$ cat src/rtl/fdcg_defines.svh
`ifndef FDCG_DEFINES_SVH
`define FDCG_DEFINES_SVH

// ----------------------------------------
// Register offsets
// ----------------------------------------
`define FDCG_OFS_CAL_PORT 8'h05
`define FDCG_OFS_VOLT 8'h06

// ----------------------------------------
// Field positions, calibration/port register
// ----------------------------------------
`define FDCG_BIT_CAL_START 7
`define FDCG_BIT_PSAVE 6
`define FDCG_BIT_DIR 5
`define FDCG_BIT_PORT_VAL 4
`define FDCG_BIT_DRIVE 3
`define FDCG_BIT_CH3 2
`define FDCG_BIT_CH2 1
`define FDCG_BIT_CH1 0

// ----------------------------------------
// Field positions, voltage register
// ----------------------------------------
`define FDCG_BIT_HDR 4
`define FDCG_VCODE_W 4

// ----------------------------------------
// Reset values
// ----------------------------------------
`define FDCG_RST_PSAVE 1'h1
`define FDCG_RST_DIR 1'h1
`define FDCG_RST_PORT_VAL 1'h0
`define FDCG_RST_DRIVE 1'h1
`define FDCG_RST_CH 3'h2
`define FDCG_RST_VCODE 4'h9
`define FDCG_RST_HDR 1'h0

`endif

$ cat src/rtl/fdcg_pkg.sv
package fdcg_pkg;
    // Calibration sequencer states
    typedef enum logic [2:0] {
        FDCG_CAL_IDLE = 3'h1,
        FDCG_CAL_RUN = 3'h2,
        FDCG_CAL_DONE = 3'h4
    } fdcg_cal_state_t;
endpackage : fdcg_pkg

$ cat src/rtl/fdcg_regs.sv
`timescale 1ns/1ps
`include "fdcg_defines.svh"

// How it works
// - A one written to calibration bit 7 starts self-calibration, a zero disables it.
// - Reading bit 7 gives zero while calibration runs and one once it has finished.
// - The done indication is cleared only when a calibration cycle starts or restarts.
// - Bit 6 enables power-save mode and resets to one.
// - A read of bit 5 returns the live level of the DC-light enable pin.
// - A write of bit 5 sets port direction, one for output, and it resets to one.
// - Bit 4 holds the port value and resets to zero.
// - Bit 3 selects push-pull at zero or open-drain at one, resetting to open-drain.
// - Bits 2 to 0 enable LED channels three, two and one, resetting to 0, 1 and 0.
// - Bit 4 of the voltage register is read-only headroom status, one meaning enough.
// - Headroom is sampled once at the end of each flash strobe before ramp-down.
// - Reading the voltage code returns the current target code, from the latest host write or calibration.
// - Writing the voltage code sets the boost target, 3.825 V to 5.700 V, reset 1001.
// - The port pin carries power-good or the stored port value per the select bit.
module fdcg_regs (
    input wire logic core_clk_in, // 125 MHz clock
    input wire logic rst_in, // Sync reset, active high
    input wire logic ce_in, // Clock enable
    input wire logic [7:0] reg_addr_in, // Register address
    input wire logic reg_wr_in, // Write strobe
    input wire logic [7:0] reg_wdata_in, // Write data
    output logic [7:0] reg_rdata_out, // Read data, next cycle
    input wire logic dc_light_enable_input_in, // DC-light enable pin
    input wire logic power_good_select_in, // Power-good select bit
    input wire logic power_good_in, // Power-good status
    input wire logic strobe_end_in, // End-of-strobe pulse
    input wire logic headroom_sense_in, // Analog headroom comparator
    input wire logic cal_finish_in, // Calibration engine finished pulse
    input wire logic [3:0] cal_code_in, // Code found by calibration
    input wire logic port_pin_in, // Port pin level
    output logic port_pin_out, // Port pin drive value
    output logic port_pin_oe_out, // Port pin output enable
    output logic cal_run_out, // Calibration engine enable
    output logic power_save_enable_out, // Power-save enable
    output logic [2:0] channel_enable_out, // LED channels 3..1
    output logic [3:0] target_voltage_code_out // Boost target code
);
    // ----------------------------------------
    // Synchronised pin inputs
    // ----------------------------------------
    logic [4:0] sync_q;
    logic dcl_s;
    logic pg_s;
    logic hdr_s;
    logic pin_s;
    logic sel_s;

    fdcg_sync #(.WIDTH(5)) u_sync (
        .core_clk_in(core_clk_in),
        .rst_in(rst_in),
        .ce_in(ce_in),
        .d_in({dc_light_enable_input_in, power_good_in, headroom_sense_in,
               port_pin_in, power_good_select_in}),
        .q_out(sync_q)
    );
    assign {dcl_s, pg_s, hdr_s, pin_s, sel_s} = sync_q;

    // ----------------------------------------
    // Decode
    // ----------------------------------------
    logic wr_cal;
    logic wr_volt;
    assign wr_cal = reg_wr_in && (reg_addr_in == `FDCG_OFS_CAL_PORT);
    assign wr_volt = reg_wr_in && (reg_addr_in == `FDCG_OFS_VOLT);

    // ----------------------------------------
    // Calibration sequencer
    // ----------------------------------------
    fdcg_pkg::fdcg_cal_state_t cal_state_r;
    logic cal_done;
    logic cal_fin_ok;
    assign cal_done = (cal_state_r == fdcg_pkg::FDCG_CAL_DONE);
    // A finish counts unless a restart lands in the same cycle
    assign cal_fin_ok = (cal_state_r == fdcg_pkg::FDCG_CAL_RUN) && cal_finish_in
        && !(wr_cal && reg_wdata_in[`FDCG_BIT_CAL_START]);

    // Start, restart, disable and completion
    always_ff @(posedge core_clk_in) begin
        if (rst_in) begin
            cal_state_r <= fdcg_pkg::FDCG_CAL_IDLE;
        end else if (ce_in) begin
            if (wr_cal && reg_wdata_in[`FDCG_BIT_CAL_START]) begin
                cal_state_r <= fdcg_pkg::FDCG_CAL_RUN;
            end else begin
                unique case (cal_state_r)
                    fdcg_pkg::FDCG_CAL_IDLE: begin
                        cal_state_r <= fdcg_pkg::FDCG_CAL_IDLE;
                    end
                    fdcg_pkg::FDCG_CAL_RUN: begin
                        // Finish wins over a same-cycle abort
                        if (cal_finish_in) begin
                            cal_state_r <= fdcg_pkg::FDCG_CAL_DONE;
                        end else if (wr_cal) begin
                            cal_state_r <= fdcg_pkg::FDCG_CAL_IDLE;
                        end
                    end
                    fdcg_pkg::FDCG_CAL_DONE: begin
                        cal_state_r <= fdcg_pkg::FDCG_CAL_DONE;
                    end
                    default: begin
                        cal_state_r <= fdcg_pkg::FDCG_CAL_IDLE;
                    end
                endcase
            end
        end
    end

    // Engine enable
    always_ff @(posedge core_clk_in) begin
        if (rst_in) begin
            cal_run_out <= 1'h0;
        end else if (ce_in) begin
            if (wr_cal) begin
                cal_run_out <= reg_wdata_in[`FDCG_BIT_CAL_START];
            end else if (cal_state_r == fdcg_pkg::FDCG_CAL_RUN && cal_finish_in) begin
                cal_run_out <= 1'h0;
            end
        end
    end

    // ----------------------------------------
    // Control bits of the calibration/port register
    // ----------------------------------------
    logic dir_r;
    logic port_val_r;
    logic drive_r;

    // Plain writable fields
    always_ff @(posedge core_clk_in) begin
        if (rst_in) begin
            power_save_enable_out <= `FDCG_RST_PSAVE;
            dir_r <= `FDCG_RST_DIR;
            port_val_r <= `FDCG_RST_PORT_VAL;
            drive_r <= `FDCG_RST_DRIVE;
            channel_enable_out <= `FDCG_RST_CH;
        end else if (ce_in && wr_cal) begin
            power_save_enable_out <= reg_wdata_in[`FDCG_BIT_PSAVE];
            dir_r <= reg_wdata_in[`FDCG_BIT_DIR];
            port_val_r <= reg_wdata_in[`FDCG_BIT_PORT_VAL];
            drive_r <= reg_wdata_in[`FDCG_BIT_DRIVE];
            channel_enable_out <= reg_wdata_in[`FDCG_BIT_CH3:`FDCG_BIT_CH1];
        end
    end

    // ----------------------------------------
    // Port pin driver
    // ----------------------------------------
    logic port_src;
    assign port_src = sel_s ? port_val_r : pg_s;

    // Push-pull drives both levels, open-drain only pulls low
    always_ff @(posedge core_clk_in) begin
        if (rst_in) begin
            port_pin_out <= 1'h0;
            port_pin_oe_out <= 1'h0;
        end else if (ce_in) begin
            port_pin_out <= port_src;
            port_pin_oe_out <= dir_r && (!drive_r || !port_src);
        end
    end

    // ----------------------------------------
    // Voltage register
    // ----------------------------------------
    logic headroom_ok_r;

    // Headroom sampled at end of strobe only
    always_ff @(posedge core_clk_in) begin
        if (rst_in) begin
            headroom_ok_r <= `FDCG_RST_HDR;
        end else if (ce_in && strobe_end_in) begin
            headroom_ok_r <= hdr_s;
        end
    end

    // Target code: host write, then calibration result overrides
    always_ff @(posedge core_clk_in) begin
        if (rst_in) begin
            target_voltage_code_out <= `FDCG_RST_VCODE;
        end else if (ce_in) begin
            if (cal_fin_ok) begin
                target_voltage_code_out <= cal_code_in;
            end else if (wr_volt) begin
                target_voltage_code_out <= reg_wdata_in[`FDCG_VCODE_W-1:0];
            end
        end
    end

    // ----------------------------------------
    // Read data
    // ----------------------------------------
    logic [7:0] rd_nxt;

    // Read multiplexer
    always_comb begin
        rd_nxt = 8'h00;
        if (reg_addr_in == `FDCG_OFS_CAL_PORT) begin
            rd_nxt[`FDCG_BIT_CAL_START] = cal_done;
            rd_nxt[`FDCG_BIT_PSAVE] = power_save_enable_out;
            rd_nxt[`FDCG_BIT_DIR] = dcl_s;
            rd_nxt[`FDCG_BIT_PORT_VAL] = dir_r ? port_val_r : pin_s;
            rd_nxt[`FDCG_BIT_DRIVE] = drive_r;
            rd_nxt[`FDCG_BIT_CH3:`FDCG_BIT_CH1] = channel_enable_out;
        end else if (reg_addr_in == `FDCG_OFS_VOLT) begin
            rd_nxt[`FDCG_BIT_HDR] = headroom_ok_r;
            rd_nxt[`FDCG_VCODE_W-1:0] = target_voltage_code_out;
        end
    end

    // Registered read data
    always_ff @(posedge core_clk_in) begin
        if (rst_in) begin
            reg_rdata_out <= 8'h00;
        end else if (ce_in) begin
            reg_rdata_out <= rd_nxt;
        end
    end

    // ----------------------------------------
    // Assertions
    // ----------------------------------------
    AST_CAL_START: assert property (@(posedge core_clk_in) disable iff (rst_in)
        (ce_in && wr_cal && reg_wdata_in[7]) |=> (cal_run_out && !cal_done))
        else $error("calibration did not start");
    AST_CAL_DONE: assert property (@(posedge core_clk_in) disable iff (rst_in)
        (ce_in && cal_fin_ok) |=> cal_done)
        else $error("calibration done not flagged");
    AST_DONE_HOLD: assert property (@(posedge core_clk_in) disable iff (rst_in)
        (cal_done && !(ce_in && wr_cal && reg_wdata_in[7])) |=> cal_done)
        else $error("done cleared without restart");
    AST_PSAVE_WR: assert property (@(posedge core_clk_in) disable iff (rst_in)
        (ce_in && wr_cal) |=> (power_save_enable_out == $past(reg_wdata_in[6])))
        else $error("power save not written");
    AST_RD_DCL: assert property (@(posedge core_clk_in) disable iff (rst_in)
        (ce_in && reg_addr_in == 8'h05) |=> (reg_rdata_out[5] == $past(dcl_s)))
        else $error("bit 5 read wrong");
    AST_CH_WR: assert property (@(posedge core_clk_in) disable iff (rst_in)
        (ce_in && wr_cal) |=> (channel_enable_out == $past(reg_wdata_in[2:0])))
        else $error("channel enables not written");
    AST_HDR_STABLE: assert property (@(posedge core_clk_in) disable iff (rst_in)
        !(ce_in && strobe_end_in) |=> $stable(headroom_ok_r))
        else $error("headroom changed outside strobe end");
    AST_HDR_RD: assert property (@(posedge core_clk_in) disable iff (rst_in)
        (ce_in && reg_addr_in == 8'h06) |=> (reg_rdata_out[4] == $past(headroom_ok_r)))
        else $error("headroom read wrong");
    AST_VCODE_WR: assert property (@(posedge core_clk_in) disable iff (rst_in)
        (ce_in && wr_volt && !(cal_state_r == fdcg_pkg::FDCG_CAL_RUN && cal_finish_in))
        |=> (target_voltage_code_out == $past(reg_wdata_in[3:0])))
        else $error("voltage code not written");
    AST_DIR_WR: assert property (@(posedge core_clk_in) disable iff (rst_in)
        (ce_in && wr_cal) |=> (dir_r == $past(reg_wdata_in[`FDCG_BIT_DIR])))
        else $error("port direction not written");
    AST_IN_NO_DRIVE: assert property (@(posedge core_clk_in) disable iff (rst_in)
        (ce_in && !dir_r) |=> !port_pin_oe_out)
        else $error("input port driven");
    AST_PORT_VAL_WR: assert property (@(posedge core_clk_in) disable iff (rst_in)
        (ce_in && wr_cal) |=> (port_val_r == $past(reg_wdata_in[`FDCG_BIT_PORT_VAL])))
        else $error("port value not written");
    AST_RD_PIN_IN: assert property (@(posedge core_clk_in) disable iff (rst_in)
        (ce_in && reg_addr_in == `FDCG_OFS_CAL_PORT && !dir_r)
        |=> (reg_rdata_out[`FDCG_BIT_PORT_VAL] == $past(pin_s)))
        else $error("input port level read wrong");
    AST_DRIVE_WR: assert property (@(posedge core_clk_in) disable iff (rst_in)
        (ce_in && wr_cal) |=> (drive_r == $past(reg_wdata_in[`FDCG_BIT_DRIVE])))
        else $error("port drive type not written");
    AST_OD_HIGH: assert property (@(posedge core_clk_in) disable iff (rst_in)
        (ce_in && drive_r && port_src) |=> !port_pin_oe_out)
        else $error("open-drain port driven high");
    AST_PIN_PORT: assert property (@(posedge core_clk_in) disable iff (rst_in)
        (ce_in && sel_s) |=> (port_pin_out == $past(port_val_r)))
        else $error("port value not on pin");
    AST_PIN_PG: assert property (@(posedge core_clk_in) disable iff (rst_in)
        (ce_in && !sel_s) |=> (port_pin_out == $past(pg_s)))
        else $error("power good not on pin");
    AST_HDR_SAMPLE: assert property (@(posedge core_clk_in) disable iff (rst_in)
        (ce_in && strobe_end_in) |=> (headroom_ok_r == $past(hdr_s)))
        else $error("headroom not sampled at strobe end");
    AST_RD_CAL: assert property (@(posedge core_clk_in) disable iff (rst_in)
        (ce_in && reg_addr_in == `FDCG_OFS_CAL_PORT)
        |=> (reg_rdata_out[`FDCG_BIT_CAL_START] == $past(cal_done)))
        else $error("calibration status read wrong");
    AST_CAL_CODE: assert property (@(posedge core_clk_in) disable iff (rst_in)
        (ce_in && cal_fin_ok) |=> (target_voltage_code_out == $past(cal_code_in)))
        else $error("calibration code not taken");
    AST_RD_CODE: assert property (@(posedge core_clk_in) disable iff (rst_in)
        (ce_in && reg_addr_in == `FDCG_OFS_VOLT)
        |=> (reg_rdata_out[`FDCG_VCODE_W-1:0] == $past(target_voltage_code_out)))
        else $error("voltage code read wrong");
    AST_CAL_ABORT: assert property (@(posedge core_clk_in) disable iff (rst_in)
        (ce_in && wr_cal && !reg_wdata_in[`FDCG_BIT_CAL_START] && !cal_finish_in
        && cal_state_r == fdcg_pkg::FDCG_CAL_RUN) |=> (!cal_run_out && !cal_done))
        else $error("calibration not stopped");

    // ----------------------------------------
    // Cover properties
    // ----------------------------------------
    COV_CAL: cover property (@(posedge core_clk_in) disable iff (rst_in)
        cal_state_r == fdcg_pkg::FDCG_CAL_RUN ##[1:20] cal_done);
    COV_HDR: cover property (@(posedge core_clk_in) disable iff (rst_in)
        ce_in && strobe_end_in && hdr_s);
    COV_OD: cover property (@(posedge core_clk_in) disable iff (rst_in)
        dir_r && drive_r && port_pin_oe_out);
    COV_ABORT: cover property (@(posedge core_clk_in) disable iff (rst_in)
        cal_state_r == fdcg_pkg::FDCG_CAL_RUN ##1 cal_state_r == fdcg_pkg::FDCG_CAL_IDLE);
    COV_PORT_IN: cover property (@(posedge core_clk_in) disable iff (rst_in)
        ce_in && reg_addr_in == `FDCG_OFS_CAL_PORT && !dir_r);
endmodule : fdcg_regs

$ cat src/rtl/fdcg_sync.sv
`timescale 1ns/1ps
`include "fdcg_defines.svh"

// Two-stage synchroniser for pin levels
module fdcg_sync #(
    parameter int WIDTH = 1
) (
    input wire logic core_clk_in, // Clock
    input wire logic rst_in, // Sync reset
    input wire logic ce_in, // Clock enable
    input wire logic [WIDTH-1:0] d_in, // Async levels
    output logic [WIDTH-1:0] q_out // Synchronised levels
);
    logic [WIDTH-1:0] meta_r;

    // Two flops per bit
    always_ff @(posedge core_clk_in) begin
        if (rst_in) begin
            meta_r <= '0;
            q_out <= '0;
        end else if (ce_in) begin
            meta_r <= d_in;
            q_out <= meta_r;
        end
    end
endmodule : fdcg_sync

$ cat config.mk
export PLATFORM = sky130hd
export DESIGN_NAME = fdcg_regs
export DESIGN_NICKNAME = d
export VERILOG_FILES = /design/src/rtl/fdcg_pkg.sv /design/src/rtl/fdcg_regs.sv /design/src/rtl/fdcg_sync.sv
export VERILOG_INCLUDE_DIRS = /design/src /design/src/rtl
export SDC_FILE = /design/constraint.sdc
export NUM_CORES = 1
export LEC_CHECK = 0
export ABC_AREA = 1
export BUFFER_PORTS_ARGS = -buffer_cell sky130_fd_sc_hd__buf_2
export CORE_MARGIN = 5
export CORE_UTILIZATION = 52
export CTS_CLUSTER_DIAMETER = 150
export DETAILED_ROUTE_END_ITERATION = 12
export PLACE_DENSITY = 0.86
export SKIP_CTS_REPAIR_TIMING = 1
export SLEW_MARGIN = 40
export SYNTH_ARGS = -nofsm -noshare
export SYNTH_HDL_FRONTEND = slang
export SYNTH_HIERARCHICAL = 1
export SYNTH_SLANG_ARGS = --single-unit
$ cat constraint.sdc
create_clock -name core_clk_in -period 2.02 [get_ports core_clk_in]
set_clock_uncertainty 0.05 [all_clocks]
set_input_delay 0.505 -clock core_clk_in [delete_from_list [all_inputs] [get_ports core_clk_in]]
set_output_delay 0.505 -clock core_clk_in [all_outputs]
set_load 0.01 [all_outputs]
# After elaboration in Yosys (flattened, before gate mapping)
# Cells that the tools add are included.
word_totals:
  latchBits: 0
  word_cells: 49
  mem_bits_ro: 0
  input_bits: 31
  ff_bits: 36
  mem_count: 0
  mem_bits_rw: 0
classes:
  shift: 0
  bitwise: 0
  addsub: 0
  magnitude_cmp: 0
  eq_ne: 5
  n_div: 0
  n_reduce_logical: 17
  mux: 13
  multipliers: 0
ops:
  columns: ["operator", "count"]
  rows:
  - ["8-bit by 3-bit equality test with 1-bit output, second input constant", 2]
  - ["3-bit 2-to-1 mux", 4]
  - ["5-bit 2-to-1 mux", 2]
  - ["1-bit logical AND", 8]
  - ["4-bit 2-to-1 mux", 2]
  - ["3-bit case mux with 2 select lines", 1]
  - ["2-bit AND reduction", 3]
  - ["1-bit 2-to-1 mux", 4]
  - ["4-bit inequality test, second input constant", 1]
  - ["2-bit nonzero test", 2]
  - ["3-bit by 2-bit equality test with 1-bit output, second input constant", 1]
  - ["3-bit equality test, second input constant", 1]
  - ["1-bit logical NOT", 3]
  - ["1-bit logical OR", 1]

# Logic depth before layout (Yosys ltp)
logic_depth:
  depth_word: 7
  depth_mapped: 11
  mapped_depth_nobuf: 11

# Cells and area by module
# Netlist, hierarchy kept.
modules_own_cells:
  columns: ["module", "cells_per_inst", "area_per_inst_um2", "n_inst", "seq_area_each_um2"]
  rows:
  - ["fdcg_regs", 178, 1305.0, 1, 520.5]
  - ["fdcg_sync", 63, 419.2, 1, 200.2]

# Worst setup path after synthesis
# No wires, ideal clock.
synth_timing:
  path_kind: "input port to flip-flop"
  start: "input port reg_addr_in[7]"
  end: "register channel_enable_out[2]"
  slack_ns: 0.465
  required_ns: 1.852
  path_stages: 8
  arrival_ns: 1.387
  path_cell_list: "nor2_1 nand2_2 nor2_8 nand2_2 nor2_8 inv_2 o21ai_1 a21oi_1"
synth_via:
  elab_chain_cells: 3
synth_lines:
  columns: ["item", "line_no", "rtl"]
  rows:
  - ["from (decl)", "fdcg_regs.sv:23", "input wire logic [7:0] reg_addr_in,"]
  - ["8-bit by 3-bit equality test with 1-bit output (no line)", null, null]
  - ["1-bit logical AND", "fdcg_regs.sv:67", "assign wr_cal = reg_wr_in && (reg_addr_in == `FDCG_OFS_CAL_PORT);"]
  - ["1-bit logical AND", "fdcg_regs.sv:140", "end else if (ce_in && wr_cal) begin"]
  - ["to (signal assigned)", "fdcg_regs.sv:139", "channel_enable_out <= `FDCG_RST_CH;"]
  - ["to (signal assigned)", "fdcg_regs.sv:145", "channel_enable_out <= reg_wdata_in[`FDCG_BIT_CH3:`FDCG_BIT_CH1];"]
  - ["to (decl)", "fdcg_regs.sv:39", "output logic [2:0] channel_enable_out,"]
# No other way between the ends.
# A chain may end at the register's enable or synchronous reset.

# Final worst setup path
layout_timing:
  start: "register target_voltage_code_out[3]"
  end: "output port target_voltage_code_out[3]"
layout_lines:
  columns: ["item", "line_no", "rtl"]
  rows:
  - ["from (decl)", "fdcg_regs.sv:40", "output logic [3:0] target_voltage_code_out"]
  - ["from (signal assigned)", "fdcg_regs.sv:183", "target_voltage_code_out <= `FDCG_RST_VCODE;"]
  - ["from (signal assigned)", "fdcg_regs.sv:186", "target_voltage_code_out <= cal_code_in;"]
  - ["from (signal assigned)", "fdcg_regs.sv:188", "target_voltage_code_out <= reg_wdata_in[`FDCG_VCODE_W-1:0];"]
# No word-level cell between the ends.

==> flow_summary.yaml <==
status:
  status: "finished, final reports clean"
layout:
  layout_common_cells: "nand2_1 (63), buf_2 (49), nor2_1 (42)"
  num-nets-final: 324
  drive_above_1_share_pct: 26.9
  final_cells: 340
  layout.cells.most_common: "nand2_1"
  fillerInstances: 296
  antenna_cells: 0
  area_delta_synth_final_pct: 20.1
route:
  postRouteAntennaNets: 0
  drt_iter0_markers: 153
  routed_wirelength_um: 3880
  drc: 0
  drt-vias-per-instance: 4.84
  dr.pass1.iters: 4
  vias: 1644
  wl_per_cell_um: 11.4
cts:
  clk_pin_slew_ps: 120
  clockBufferDepth: 2
  h-tree-depth: 2
  cts_tree: "done"
  cts.sinks: 36
  insertion_delay_ps: 360
  cts_made_buffers: 5
  cts_root_buf: "clkbuf_4"
timing:
  tightest_slew_ps: 344
  finalCritPeriodShare_pct: 72.2
  rsz0062_at_grt: "false"
  relSlewSlack_pct: 77.0
  hold_viol_final: 0
  min_period_ps: 1460
  clock.fmax_mhz: 686
  fin_tns_setup_ps: 0
  final_max_slew_viol_count: 0
  setup_viol: 0
synthesis:
  yosysSeqAreaShare_pct: 41.8
  netlist-cell-type-count: 24
  synth_seq_cells: 36
  avgSynthCellArea_um2: 7.15
  ys_warn_count: 6
  synth_cells: 241
  syn-cell-area_um2: 1720
  synth_nets: 272
global_route:
  grtUsageMet3_pct: 6.99
  track_usage_pct: 18.8
  grt.busiest_layer: "met2"
  grtUsageMet2_pct: 32.1
  grt_overflow: 0
  grt_start_max_net_pins: 27
  grt_pass1_wl_um: 6360
  grt_antenna_before_repair: 0
  grt_pass1_vias: 1459
  met1_usage_pct: 20.9
setup_path:
  cp_max_fo: 3
  critPathBufInv: 1
  rrSetupSlack_ps: 710
  path_class: "reg2out"
  worstSetupStartpointType: "flop"
  worstSetupEndpointType: "primary output"
  critPathRequiredTime_ps: 1460
  crit_chain: "buf_2"
  cp_data_arrival_time_ps: 900
  critPathMaxStageDelay_ps: 400
  cp_top_family: "flip-flops"
  cpMaxStageDelayCell: "dfxtp_1"
floorplanning:
  die_y_um: 67.6
  rows: 21
  die_w_um: 67.6
  core_um2: 3280
  initial_core_util_pct: 52.5
  io_pins: 50
  die_area_um2: 4570
power:
  p_leak_nw: 1.11
  powerDensity_nw_per_um2: 682
  vdd.ir_drop.worst_mv: 0.477
placement:
  place.gp.congestion: 0.884
  dp.cells: 332
  io_buffer_count: 49
  hpwl_um: 2920
run:
  drv_cap: 0
min_path:
  holdCritPathClass: "in2reg"
## power by group
group	switching [mW]	total (mW)	internal (mW)
clock	0.255	0.513	0.258
combinational	0.0889	0.151	0.0623
sequential	0.0126	0.748	0.736
total	0.357	1.41	1.06
## sequential cells by signal, summed over array words and instances (netlist names)
signal / count
dir_r: 1
port_val_r: 1
cal_state_r: 3
target_voltage_code_out: 4
headroom_ok_r: 1
u_sync/q_out: 5
port_pin_oe_out: 1
power_save_enable_out: 1
u_sync/meta_r: 5
channel_enable_out: 3
reg_rdata_out: 8
cal_run_out: 1
port_pin_out: 1
drive_r: 1
## Yosys cell counts, drive strengths merged
master / number / area [µm²]
a21oi: 11 / 55.1
o31ai: 1 / 7.51
nand2: 71 / 297
dfxtp: 36 / 721
inv: 28 / 105
nor2: 48 / 236
clkbuf: 4 / 25.0
mux2: 2 / 22.5
buf: 3 / 33.8
a31o: 1 / 8.76
nand4: 1 / 6.26
nor3b: 1 / 18.8
nand3: 15 / 87.6
o211ai: 3 / 22.5
clkinv: 2 / 7.51
o21ai: 14 / 70.1
## final timing paths
path,startpoint,end,cells past startpoint
worst max-delay path,target_voltage_code_out[3],target_voltage_code_out[3],1
worst min-delay path,reg_wdata_in[5],dir_r,3
worst max register to register,cal_state_r[2],target_voltage_code_out[2],8
worst min register to register,u_sync/q_out[4],reg_rdata_out[5],2
## routing by layer
| layer | part of all wire, % | wire length (µm) |
|---|---|---|
| met1 | 40 | 1560 |
| met2 | 52 | 2000 |
| met3 | 6.2 | 241 |
| met4 | 2.0 | 77 |
| met5 | 0 | 0 |
## final cells by class
class                           count  area [µm²]  area share (%)
Clock buffer                        5        37.5            1.81
Clock inverter                      3        42.5            2.05
Inverter                           30         113            5.44
Multi-Input combinational cell    168         832            40.2
Sequential cell                    36         721            34.8
Tap cell                           46        57.6            2.78
Timing Repair Buffer               52         268            12.9
## through the flow
| stage | util [%] | hold slack (ps) | instance area (µm²) | setup slack [ps] | total power, mW |
|---|---|---|---|---|---|
| floorplan | - | 387 | 1720 | 465 | 0.858 |
| global placement | 60.6 | 396 | 1990 | 241 | 0.911 |
| detailed placement | 60.6 | 406 | 1990 | 218 | 0.916 |
| CTS | 63.0 | 325 | 2070 | 558 | 1.42 |
| global route | 63.0 | 323 | 2070 | 459 | 1.48 |
| finish | 63.0 | 332 | 2070 | 562 | 1.41 |
## logic make-up (layout without fill, tap and decap cells)
group                  count (synthesis)  after routing  share of synthesized area (%)
and+or+nand+nor                      136            136                           37.4
buffers and inverters                 37             90                           9.94
DFF                                   36             36                           41.8
AOI/OAI and AO/OA                     30             30                           9.51
muxes                                  2              2                           1.31
(Power assumes the default switching activity.)
